<file path="config.mk">
export PLATFORM = sky130hd
export DESIGN_NAME = fns_top
export DESIGN_NICKNAME = d
export VERILOG_FILES = /design/src/verilog/fns_pkg.sv /design/src/verilog/fns_realign.sv /design/src/verilog/fns_ref_edge.sv /design/src/verilog/fns_top.sv
export SDC_FILE = /design/constraint.sdc
export NUM_CORES = 1
export LEC_CHECK = 0
export BUFFER_PORTS_ARGS = -buffer_cell sky130_fd_sc_hd__buf_2
export CAP_MARGIN = 20
export CORE_UTILIZATION = 55
export CTS_CLUSTER_SIZE = 28
export DETAILED_ROUTE_END_ITERATION = 8
export PLACE_DENSITY = 0.77
export REMOVE_ABC_BUFFERS = 1
export SYNTH_ARGS = -nofsm -noshare
export SYNTH_HDL_FRONTEND = slang
export SYNTH_SLANG_ARGS = --single-unit
export TNS_END_PERCENT = 5
</file>
<file path="constraint.sdc">
create_clock -name i_ref_clk -period 4.7 [get_ports i_ref_clk]
set_input_delay 0.94 -clock i_ref_clk [delete_from_list [all_inputs] [get_ports i_ref_clk]]
set_output_delay 0.94 -clock i_ref_clk [all_outputs]
set_load 0.05 [all_outputs]
</file>
<file path="src/verilog/fns_pkg.sv">
// Shared constants and carrier types for the synthesizer configuration block
`default_nettype none
package fns_pkg;
  // Bus byte offsets
  localparam logic [4:0] FNS_OFF_SERIAL = 5'h00;
  localparam logic [4:0] FNS_OFF_DIV_RB = 5'h04;
  localparam logic [4:0] FNS_OFF_REF_RB = 5'h08;
  localparam logic [4:0] FNS_OFF_CTL_RB = 5'h0C;
  localparam logic [4:0] FNS_OFF_NS_RB = 5'h10;
  localparam logic [4:0] FNS_OFF_STATUS = 5'h14;
  // Word routing codes carried in bits [1:0] of each serial word
  localparam logic [1:0] FNS_SEL_DIV = 2'h0;
  localparam logic [1:0] FNS_SEL_REF = 2'h1;
  localparam logic [1:0] FNS_SEL_CTL = 2'h2;
  localparam logic [1:0] FNS_SEL_NS = 2'h3;
  localparam int FNS_SEL_LSB = 0;
  // Divider word fields
  localparam int FNS_NUM_LSB = 2;
  localparam int FNS_INT_LSB = 14;
  localparam int FNS_FASTLOCK_BIT = 23;
  // Reference divider word fields
  localparam int FNS_DEN_LSB = 2;
  localparam int FNS_RDIV_LSB = 14;
  localparam int FNS_LOAD_BIT = 23;
  // Control word fields
  localparam int FNS_POL_BIT = 6;
  localparam int FNS_CP_LSB = 7;
  localparam int FNS_DBL_BIT = 10;
  localparam int FNS_MULT_LSB = 11;
  // Noise and spur word field
  localparam int FNS_MODE_LSB = 2;
  // Status word fields
  localparam int FNS_ST_BUSY_BIT = 0;
  localparam int FNS_ST_EN_BIT = 1;
  localparam int FNS_ST_PEND_BIT = 2;
  localparam int FNS_ST_DEN_LSB = 16;
  // Values
  localparam logic [2:0] FNS_CP_MAX = 3'h7;
  localparam logic [23:0] FNS_RST_WORD = 24'h000000;
  localparam logic [11:0] FNS_RST_DEN = 12'h001;
  localparam logic [11:0] FNS_RST_DELAY = 12'h000;
  localparam logic [3:0] FNS_RST_CNT = 4'h0;
  localparam logic [15:0] FNS_RST_DCNT = 16'h0000;

  // Noise and spur modes
  typedef enum logic [1:0] {
    FNS_MODE_LOW_NOISE,
    FNS_MODE_RESERVED,
    FNS_MODE_LOW_NOISE_SPUR,
    FNS_MODE_LOW_SPUR
  } fns_mode_e;

  // Configuration seen by the synthesizer core
  typedef struct packed {
    logic pd_positive;
    logic [2:0] cp_current;
    logic cp_noise_opt;
    logic dither_en;
    logic doubler_en;
    logic realign_en;
    logic [8:0] int_value;
    logic [11:0] numerator_value;
    logic [11:0] denominator_value;
    logic [3:0] ref_div;
  } fns_cfg_s;
endpackage : fns_pkg
`default_nettype wire

</file>
<file path="src/verilog/fns_realign.sv">
// Realign delay counter that times the modulator reset
`default_nettype none
module fns_realign
  import fns_pkg::*;
(
  // Clock and reset
  input wire logic i_ref_clk,
  input wire logic i_rst,
  // Trigger and timing base
  input wire logic i_start,
  input wire logic i_period_tick,
  input wire logic [11:0] i_delay,
  input wire logic [3:0] i_mult,
  // Results
  output logic o_fire,
  output logic o_busy
);
  typedef struct packed {
    logic busy;
    logic fire;
    logic [15:0] cnt;
  } fns_rl_st_s;

  fns_rl_st_s st_reg;
  fns_rl_st_s st_next;
  logic [15:0] total;

  // Delay counts reference periods, so a fast bus clock does not shorten it
  always_comb begin
    st_next = st_reg;
    st_next.fire = 1'b0;
    // Widen before multiplying, so delays past 4095 counts keep their top bits
    total = 16'(i_delay) * 16'(i_mult);
    if (i_start) begin
      // A new trigger restarts any wait already running
      if (total == 16'h0000) begin
        st_next.fire = 1'b1;
        st_next.busy = 1'b0;
      end else begin
        st_next.busy = 1'b1;
        st_next.cnt = total;
      end
    end else if (st_reg.busy && i_period_tick) begin
      st_next.cnt = st_reg.cnt - 16'h0001;
      if (st_reg.cnt == 16'h0001) begin
        st_next.fire = 1'b1;
        st_next.busy = 1'b0;
      end
    end
  end

  // State register
  always_ff @(posedge i_ref_clk) begin
    if (i_rst) begin
      st_reg <= '{busy: 1'b0, fire: 1'b0, cnt: FNS_RST_DCNT};
    end else begin
      st_reg <= st_next;
    end
  end

  assign o_fire = st_reg.fire;
  assign o_busy = st_reg.busy;
endmodule : fns_realign
`default_nettype wire

</file>
<file path="src/verilog/fns_ref_edge.sv">
// Reference input synchroniser and comparison edge selector
`default_nettype none
module fns_ref_edge
  import fns_pkg::*;
(
  // Clock and reset
  input wire logic i_ref_clk,
  input wire logic i_rst,
  // Reference pin and mode
  input wire logic i_ref_in,
  input wire logic i_doubler_en,
  // Edge pulses
  output logic o_period_tick,
  output logic o_active_edge
);
  typedef struct packed {
    logic s1;
    logic s2;
    logic s3;
    logic period_tick;
    logic active_edge;
  } fns_edge_st_s;

  fns_edge_st_s st_reg;
  fns_edge_st_s st_next;
  logic rise;
  logic fall;

  // Edges judged on the second and third stages only
  always_comb begin
    st_next = st_reg;
    rise = st_reg.s2 & ~st_reg.s3;
    fall = ~st_reg.s2 & st_reg.s3;
    st_next.s1 = i_ref_in;
    st_next.s2 = st_reg.s1;
    st_next.s3 = st_reg.s2;
    // One falling edge marks one reference period
    st_next.period_tick = fall;
    st_next.active_edge = fall | (i_doubler_en & rise);
  end

  // State register
  always_ff @(posedge i_ref_clk) begin
    if (i_rst) begin
      st_reg <= '0;
    end else begin
      st_reg <= st_next;
    end
  end

  assign o_period_tick = st_reg.period_tick;
  assign o_active_edge = st_reg.active_edge;
endmodule : fns_ref_edge
`default_nettype wire

</file>
<file path="src/verilog/fns_top.sv">
// Synthesizer configuration words, realign timing and Avalon-MM register slave
//
// Behaviour
// Control bit 6 selects detector polarity
// Control bits 7 to 9 give pump current
// Doubler bit doubles reference before divider
// Falling edge only, or both edges when doubled
// Low bits 11 route word to noise register
// Lowest spur mode enables dither
// Low noise and spur mode disables dither
// Lowest noise disables dither, optimises pump
// Host writes zero to reserved bits
// Comparison rate is reference times doubling over divider
// Host keeps comparison rate at most 32 MHz
// Denominator is a 12-bit programmable value
// Nonzero multiplier field enables realign
// Realign resets the sigma-delta modulator
// Every divider write retriggers enabled realign
// Load bit stores delay, denominator kept
// Delay equals stored value times multiplier
// Host sets delay at least lock time
// Host raises pump current for frequency jumps
// Delay counts reference periods from divider write
// New denominator waits for next divider write
// Fastlock bit forces maximum pump current
`default_nettype none
module fns_top
  import fns_pkg::*;
(
  // Clock and reset
  input wire logic i_ref_clk,
  input wire logic i_rst,
  // Avalon-MM slave
  input wire logic [4:0] i_avs_address,
  input wire logic i_avs_read,
  input wire logic i_avs_write,
  input wire logic [31:0] i_avs_writedata,
  input wire logic [3:0] i_avs_byteenable,
  output logic [31:0] o_avs_readdata,
  output logic o_avs_waitrequest,
  // Reference input pin
  input wire logic i_ref_in,
  // Synthesizer core controls
  output fns_cfg_s o_cfg,
  output logic o_pfd_tick,
  output logic o_sdm_reset
);
  typedef struct packed {
    logic wait_req;
    logic [31:0] rdata;
    logic [23:0] div_word;
    logic [23:0] ref_word;
    logic [23:0] ctl_word;
    logic [23:0] ns_word;
    logic [11:0] den_pend;
    logic den_pend_flag;
    logic [11:0] delay;
    logic start;
    logic [3:0] pfd_cnt;
    logic pfd_tick;
    logic sdm_reset;
    fns_cfg_s cfg;
  } fns_top_st_s;

  fns_top_st_s st_reg;
  fns_top_st_s st_next;
  logic period_tick;
  logic active_edge;
  logic rl_fire;
  logic rl_busy;
  logic take_write;
  logic [23:0] wword;
  fns_mode_e mode;
  logic [3:0] rdiv;

  // A divide value of zero behaves as divide by one
  function automatic logic [3:0] fns_eff_div(input logic [3:0] r);
    fns_eff_div = (r == 4'h0) ? 4'h1 : r;
  endfunction : fns_eff_div

  // Reads back a stored word, upper byte zero
  function automatic logic [31:0] fns_word32(input logic [23:0] w);
    fns_word32 = {8'h00, w};
  endfunction : fns_word32

  // Reference edge detection on the bus clock
  fns_ref_edge u_edge (
    .i_ref_clk(i_ref_clk),
    .i_rst(i_rst),
    .i_ref_in(i_ref_in),
    .i_doubler_en(st_reg.cfg.doubler_en),
    .o_period_tick(period_tick),
    .o_active_edge(active_edge)
  );

  // Realign delay timer
  fns_realign u_realign (
    .i_ref_clk(i_ref_clk),
    .i_rst(i_rst),
    .i_start(st_reg.start),
    .i_period_tick(period_tick),
    .i_delay(st_reg.delay),
    .i_mult(st_reg.ctl_word[FNS_MULT_LSB +: 4]),
    .o_fire(rl_fire),
    .o_busy(rl_busy)
  );

  // Next-state logic: bus, word routing, derived configuration, divider
  always_comb begin
    st_next = st_reg;
    st_next.start = 1'b0;
    // Partial writes are dropped: a serial word is only meaningful whole
    take_write = i_avs_write && !st_reg.wait_req && (i_avs_address == FNS_OFF_SERIAL)
      && (i_avs_byteenable[2:0] == 3'h7);
    wword = i_avs_writedata[23:0];

    // One wait state: request seen with waitrequest high, answered next edge
    if ((i_avs_read || i_avs_write) && st_reg.wait_req) begin
      st_next.wait_req = 1'b0;
      case (i_avs_address)
        FNS_OFF_DIV_RB: begin
          st_next.rdata = fns_word32(st_reg.div_word);
        end
        FNS_OFF_REF_RB: begin
          st_next.rdata = fns_word32(st_reg.ref_word);
        end
        FNS_OFF_CTL_RB: begin
          st_next.rdata = fns_word32(st_reg.ctl_word);
        end
        FNS_OFF_NS_RB: begin
          st_next.rdata = fns_word32(st_reg.ns_word);
        end
        FNS_OFF_STATUS: begin
          st_next.rdata = '0;
          st_next.rdata[FNS_ST_BUSY_BIT] = rl_busy;
          st_next.rdata[FNS_ST_EN_BIT] = st_reg.cfg.realign_en;
          st_next.rdata[FNS_ST_PEND_BIT] = st_reg.den_pend_flag;
          st_next.rdata[FNS_ST_DEN_LSB +: 12] = st_reg.cfg.denominator_value;
        end
        default: begin
          // Unmapped or write-only offsets read as zero
          st_next.rdata = '0;
        end
      endcase
    end else begin
      st_next.wait_req = 1'b1;
    end

    // Route the serial word by its two lowest bits; reserved bits are stored as
    // written, so a host breaking the zero convention is visible on readback
    if (take_write) begin
      case (wword[FNS_SEL_LSB +: 2])
        FNS_SEL_DIV: begin
          st_next.div_word = wword;
          // Pending denominator becomes active only now
          st_next.cfg.denominator_value = st_reg.den_pend;
          st_next.den_pend_flag = 1'b0;
          st_next.start = st_reg.cfg.realign_en;
        end
        FNS_SEL_REF: begin
          if (wword[FNS_LOAD_BIT]) begin
            // Field goes to the delay, denominator untouched
            st_next.delay = wword[FNS_DEN_LSB +: 12];
          end else begin
            st_next.ref_word = wword;
            st_next.den_pend = wword[FNS_DEN_LSB +: 12];
            st_next.den_pend_flag = 1'b1;
          end
        end
        FNS_SEL_CTL: begin
          st_next.ctl_word = wword;
        end
        FNS_SEL_NS: begin
          st_next.ns_word = wword;
        end
        default: begin
          st_next.ns_word = st_reg.ns_word;
        end
      endcase
    end

    // Configuration follows the stored words on the same edge
    st_next.cfg.pd_positive = st_next.ctl_word[FNS_POL_BIT];
    st_next.cfg.doubler_en = st_next.ctl_word[FNS_DBL_BIT];
    st_next.cfg.realign_en = (st_next.ctl_word[FNS_MULT_LSB +: 4] != 4'h0);
    st_next.cfg.int_value = st_next.div_word[FNS_INT_LSB +: 9];
    st_next.cfg.numerator_value = st_next.div_word[FNS_NUM_LSB +: 12];
    st_next.cfg.ref_div = st_next.ref_word[FNS_RDIV_LSB +: 4];
    if (st_next.div_word[FNS_FASTLOCK_BIT]) begin
      st_next.cfg.cp_current = FNS_CP_MAX;
    end else begin
      st_next.cfg.cp_current = st_next.ctl_word[FNS_CP_LSB +: 3];
    end

    // Dither and pump region from the noise and spur mode
    mode = fns_mode_e'(st_next.ns_word[FNS_MODE_LSB +: 2]);
    case (mode)
      FNS_MODE_LOW_SPUR: begin
        st_next.cfg.dither_en = 1'b1;
        st_next.cfg.cp_noise_opt = 1'b0;
      end
      FNS_MODE_LOW_NOISE_SPUR: begin
        st_next.cfg.dither_en = 1'b0;
        st_next.cfg.cp_noise_opt = 1'b0;
      end
      FNS_MODE_LOW_NOISE: begin
        st_next.cfg.dither_en = 1'b0;
        st_next.cfg.cp_noise_opt = 1'b1;
      end
      default: begin
        // Reserved code: safest is the dither-free, plain pump setting
        st_next.cfg.dither_en = 1'b0;
        st_next.cfg.cp_noise_opt = 1'b0;
      end
    endcase

    // Comparison tick: active edges (doubled when enabled) divided by R
    rdiv = fns_eff_div(st_reg.cfg.ref_div);
    st_next.pfd_tick = 1'b0;
    if (active_edge) begin
      if (st_reg.pfd_cnt + 4'h1 >= rdiv) begin
        st_next.pfd_cnt = 4'h0;
        st_next.pfd_tick = 1'b1;
      end else begin
        st_next.pfd_cnt = st_reg.pfd_cnt + 4'h1;
      end
    end

    // Modulator reset when the delay expires
    st_next.sdm_reset = rl_fire;
  end

  // State register
  always_ff @(posedge i_ref_clk) begin
    if (i_rst) begin
      st_reg <= '0;
      st_reg.wait_req <= 1'b1;
      st_reg.div_word <= FNS_RST_WORD;
      st_reg.ref_word <= FNS_RST_WORD;
      st_reg.ctl_word <= FNS_RST_WORD;
      st_reg.ns_word <= FNS_RST_WORD;
      st_reg.den_pend <= FNS_RST_DEN;
      st_reg.delay <= FNS_RST_DELAY;
      st_reg.pfd_cnt <= FNS_RST_CNT;
      st_reg.cfg.denominator_value <= FNS_RST_DEN;
    end else begin
      st_reg <= st_next;
    end
  end

  // Outputs straight from the state register
  assign o_avs_readdata = st_reg.rdata;
  assign o_avs_waitrequest = st_reg.wait_req;
  assign o_cfg = st_reg.cfg;
  assign o_pfd_tick = st_reg.pfd_tick;
  assign o_sdm_reset = st_reg.sdm_reset;
endmodule : fns_top
`default_nettype wire
</file>
==> results.cfg <==
[clock_network]
cts_made_buffers = 17
clockBufferDepth = 2
root_buffer = clkbuf_16
cts_tree = built
cts_sinks = 186
clk_latency_ns = 0.44
path_clk_slew_ns = 0.07
htree_levels = 4

[synthesis]
synth_edf_count = 0
synthCells = 1185
ys_warn_count = 0
syn_area_um2 = 9640
synth-seq-cells = 186
synthArstFlopShare = 0
avgSynthCellArea_um2 = 8.14
synth_flop_cell = dfxtp_1
yosysSeqAreaShare = 0.386
yosys.cell_types.count = 52

[drt]
wirelength_um = 24200
drt-vias-per-instance = 5.80
drt_pass1_iterations = 8
ant_nets = 0
num_vias = 8304
first_iter_violations = 765
drc = 0
wl_per_cell_um = 16.9

[layout]
areaGrowthSynthToFinish_pct = 9.08
final_common_cell = nand2_1
diodes = 0
largest_register_ffs = 114
nets = 1288
drive_gt1_frac = 0.163
final_cell_mix = nand2_1 (239), dfxtp_1 (186), a21oi_1 (143), buf_2 (111), nor2_1 (88)
fin_util = 0.610

[placement]
hpwl_um = 16000
gp_congestion = 0.834
portBuffers = 112

[setup_path]
crit_fanout = 10
arrival_ns = 4.84
cp_slowest_cell = or4b_1
path_common_cell = fa_1
cp.required_ns = 5.04
cp_cell_sequence = buf_4 -> nand2_1 -> fa_1 -> fa_1 -> inv_1 -> ha_1 -> a211oi_2 -> nor2_1 -> o31a_1 -> a311oi_1 -> xnor2_1 -> or4b_1 -> or3_1 -> and3_1
start_kind = flop
cp-end-kind = flop
cpPeakStageDelay_ns = 0.56
critical_path_class = reg2reg

[power_and_ir_drop]
ir_drop_mv = 0.309
finalPower_w = 0.00328
leakage_nw = 4.21
p_per_area_nw_per_um2 = 312

[timing]
finalCritPeriodShare = 0.957
max_freq_mhz = 222
finalMaxSlewViolations = 0
worst_pin_slew_ns = 1.11
rsz0062_at_grt = false
setup_viol = 0
post-route-min-period_ns = 4.50
setup_tns_ns = 0
hold_viol_final = 0
fin_skew_ns = 0.00998
maxSlewHeadroom = 0.258

[floorplan]
boundaryPins = 126
start_util = 0.559
rows = 48
coreArea_um2 = 17200
die-area_um2 = 18100
fp.dieW_um = 134
fp.dieH_um = 134

[global_routing]
grt_overflow = 0
track_usage = 0.274
antenna_found_initial = 1
grt_max_degree = 113
grt_pass1_vias = 7615
grt_pass1_wl_um = 38900

[worst_hold_path]
min_path_type = reg2reg

[outcome]
status = finished, final reports clean

[flow_run]
cap_viol_max_count = 0
## report_power, final
group          leakage (nW)  switching (W)  internal, W
Clock                 0.315       0.000639     0.000940
Combinational          2.39      0.0000916    0.0000292
Sequential             1.50     0.00000202      0.00158
Total                  4.21       0.000732      0.00255
## cell type report
| type | instances | area [µm²] |
|---|---|---|
| clock buffers | 20 | 467 |
| well taps | 225 | 282 |
| clock inverters | 12 | 186 |
| flip-flops and latches | 186 | 3720 |
| fillers | 1475 | 6720 |
| multi-input cells | 817 | 4960 |
| inverters | 33 | 124 |
| repair buffers | 138 | 778 |
## metal layers
| layer | vias to the layer above | global-route usage | wire length [µm] |
|---|---|---|---|
| li1 | 3953 | - | - |
| met1 | 4001 | 0.371 | 10700 |
| met2 | 319 | 0.438 | 11300 |
| met3 | 29 | 0.0601 | 1840 |
| met4 | 2 | 0.0774 | 275 |
| met5 | - | 0 | 13 |
## stage by stage
stage	hold slack [ns]	worst slack (ns)	cells	area, µm²
2_1_floorplan	0.414	0.404	1036	8770
3_3_place_gp	0.422	0.313	1397	9840
3_5_place_dp	0.428	0.245	1398	9850
4_1_cts	0.445	0.239	1430	10500
5_1_grt	0.460	0.00343	1431	10500
6_report	0.441	0.203	1431	10500
## worst max-delay path, delay by kind of cell (launching register included)
| family | cells | cell delay, ns |
|---|---|---|
| AOI/OAI and AO/OA | 3 | 0.79 |
| xor gates and xnor gates | 1 | 0.20 |
| adders and majority gates | 3 | 1.41 |
| buffers and inverters | 2 | 0.25 |
| DFF | 1 | 0.45 |
| and+or+nand+nor | 5 | 1.29 |
## Yosys cell counts, types with 5 or more instances
cell,number,area [µm²]
and3_1,5,31.3
nand4_1,5,31.3
a311oi_1,5,43.8
mux2_2,11,124
a21o_1,6,45.0
nor3b_1,10,75.1
o21ai_0,22,110
or3_1,6,37.5
xnor2_1,11,96.3
mux2i_1,27,270
clkbuf_1,67,251
fa_1,20,400
dfxtp_1,186,3720
nor2b_1,12,75.1
nand3_1,8,40.0
inv_1,33,124
nand2_1,239,897
nand2b_1,17,106
nor4_1,9,56.3
a21oi_1,143,716
o22ai_1,9,56.3
xor2_1,15,131
nor2_1,88,330
a22oi_1,62,465
nor3_1,8,40.0
buf_4,78,586
ha_1,29,363
and2_1,12,75.1
## kinds of logic after synthesis
| logic type | Yosys count | share of synthesized area |
|---|---|---|
| simple gates | 433 | 0.199 |
| compound gates | 267 | 0.167 |
| flops | 186 | 0.386 |
| buf+inv | 185 | 0.104 |
| fa+ha+maj | 49 | 0.0792 |
| mux | 38 | 0.0409 |
| xor+xnor | 26 | 0.0236 |
| other cells | 1 | 0.000389 |
## final timing paths
path	start	end	slack, ns	cells past startpoint
min	u_realign.o_fire$_SDFF_PP0_	o_sdm_reset$_SDFF_PP0_	0.44	1
max reg2reg	st_reg[113]$_SDFF_PP0_	u_realign.o_busy$_SDFFE_PP0P_	0.20	14
min reg2reg	u_realign.o_fire$_SDFF_PP0_	o_sdm_reset$_SDFF_PP0_	0.44	1
max	st_reg[113]$_SDFF_PP0_	u_realign.o_busy$_SDFFE_PP0P_	0.20	14
## timing repair
action                                  in CTS  in global routing
resized for setup                            0                  1
hold buffers                                 0                  0
endpoints found under the setup margin       0                  3
buffers inserted                             0                  1
hold endpoints to repair                     0                  0
No activity file was read; power rests on OpenSTA's default activity.
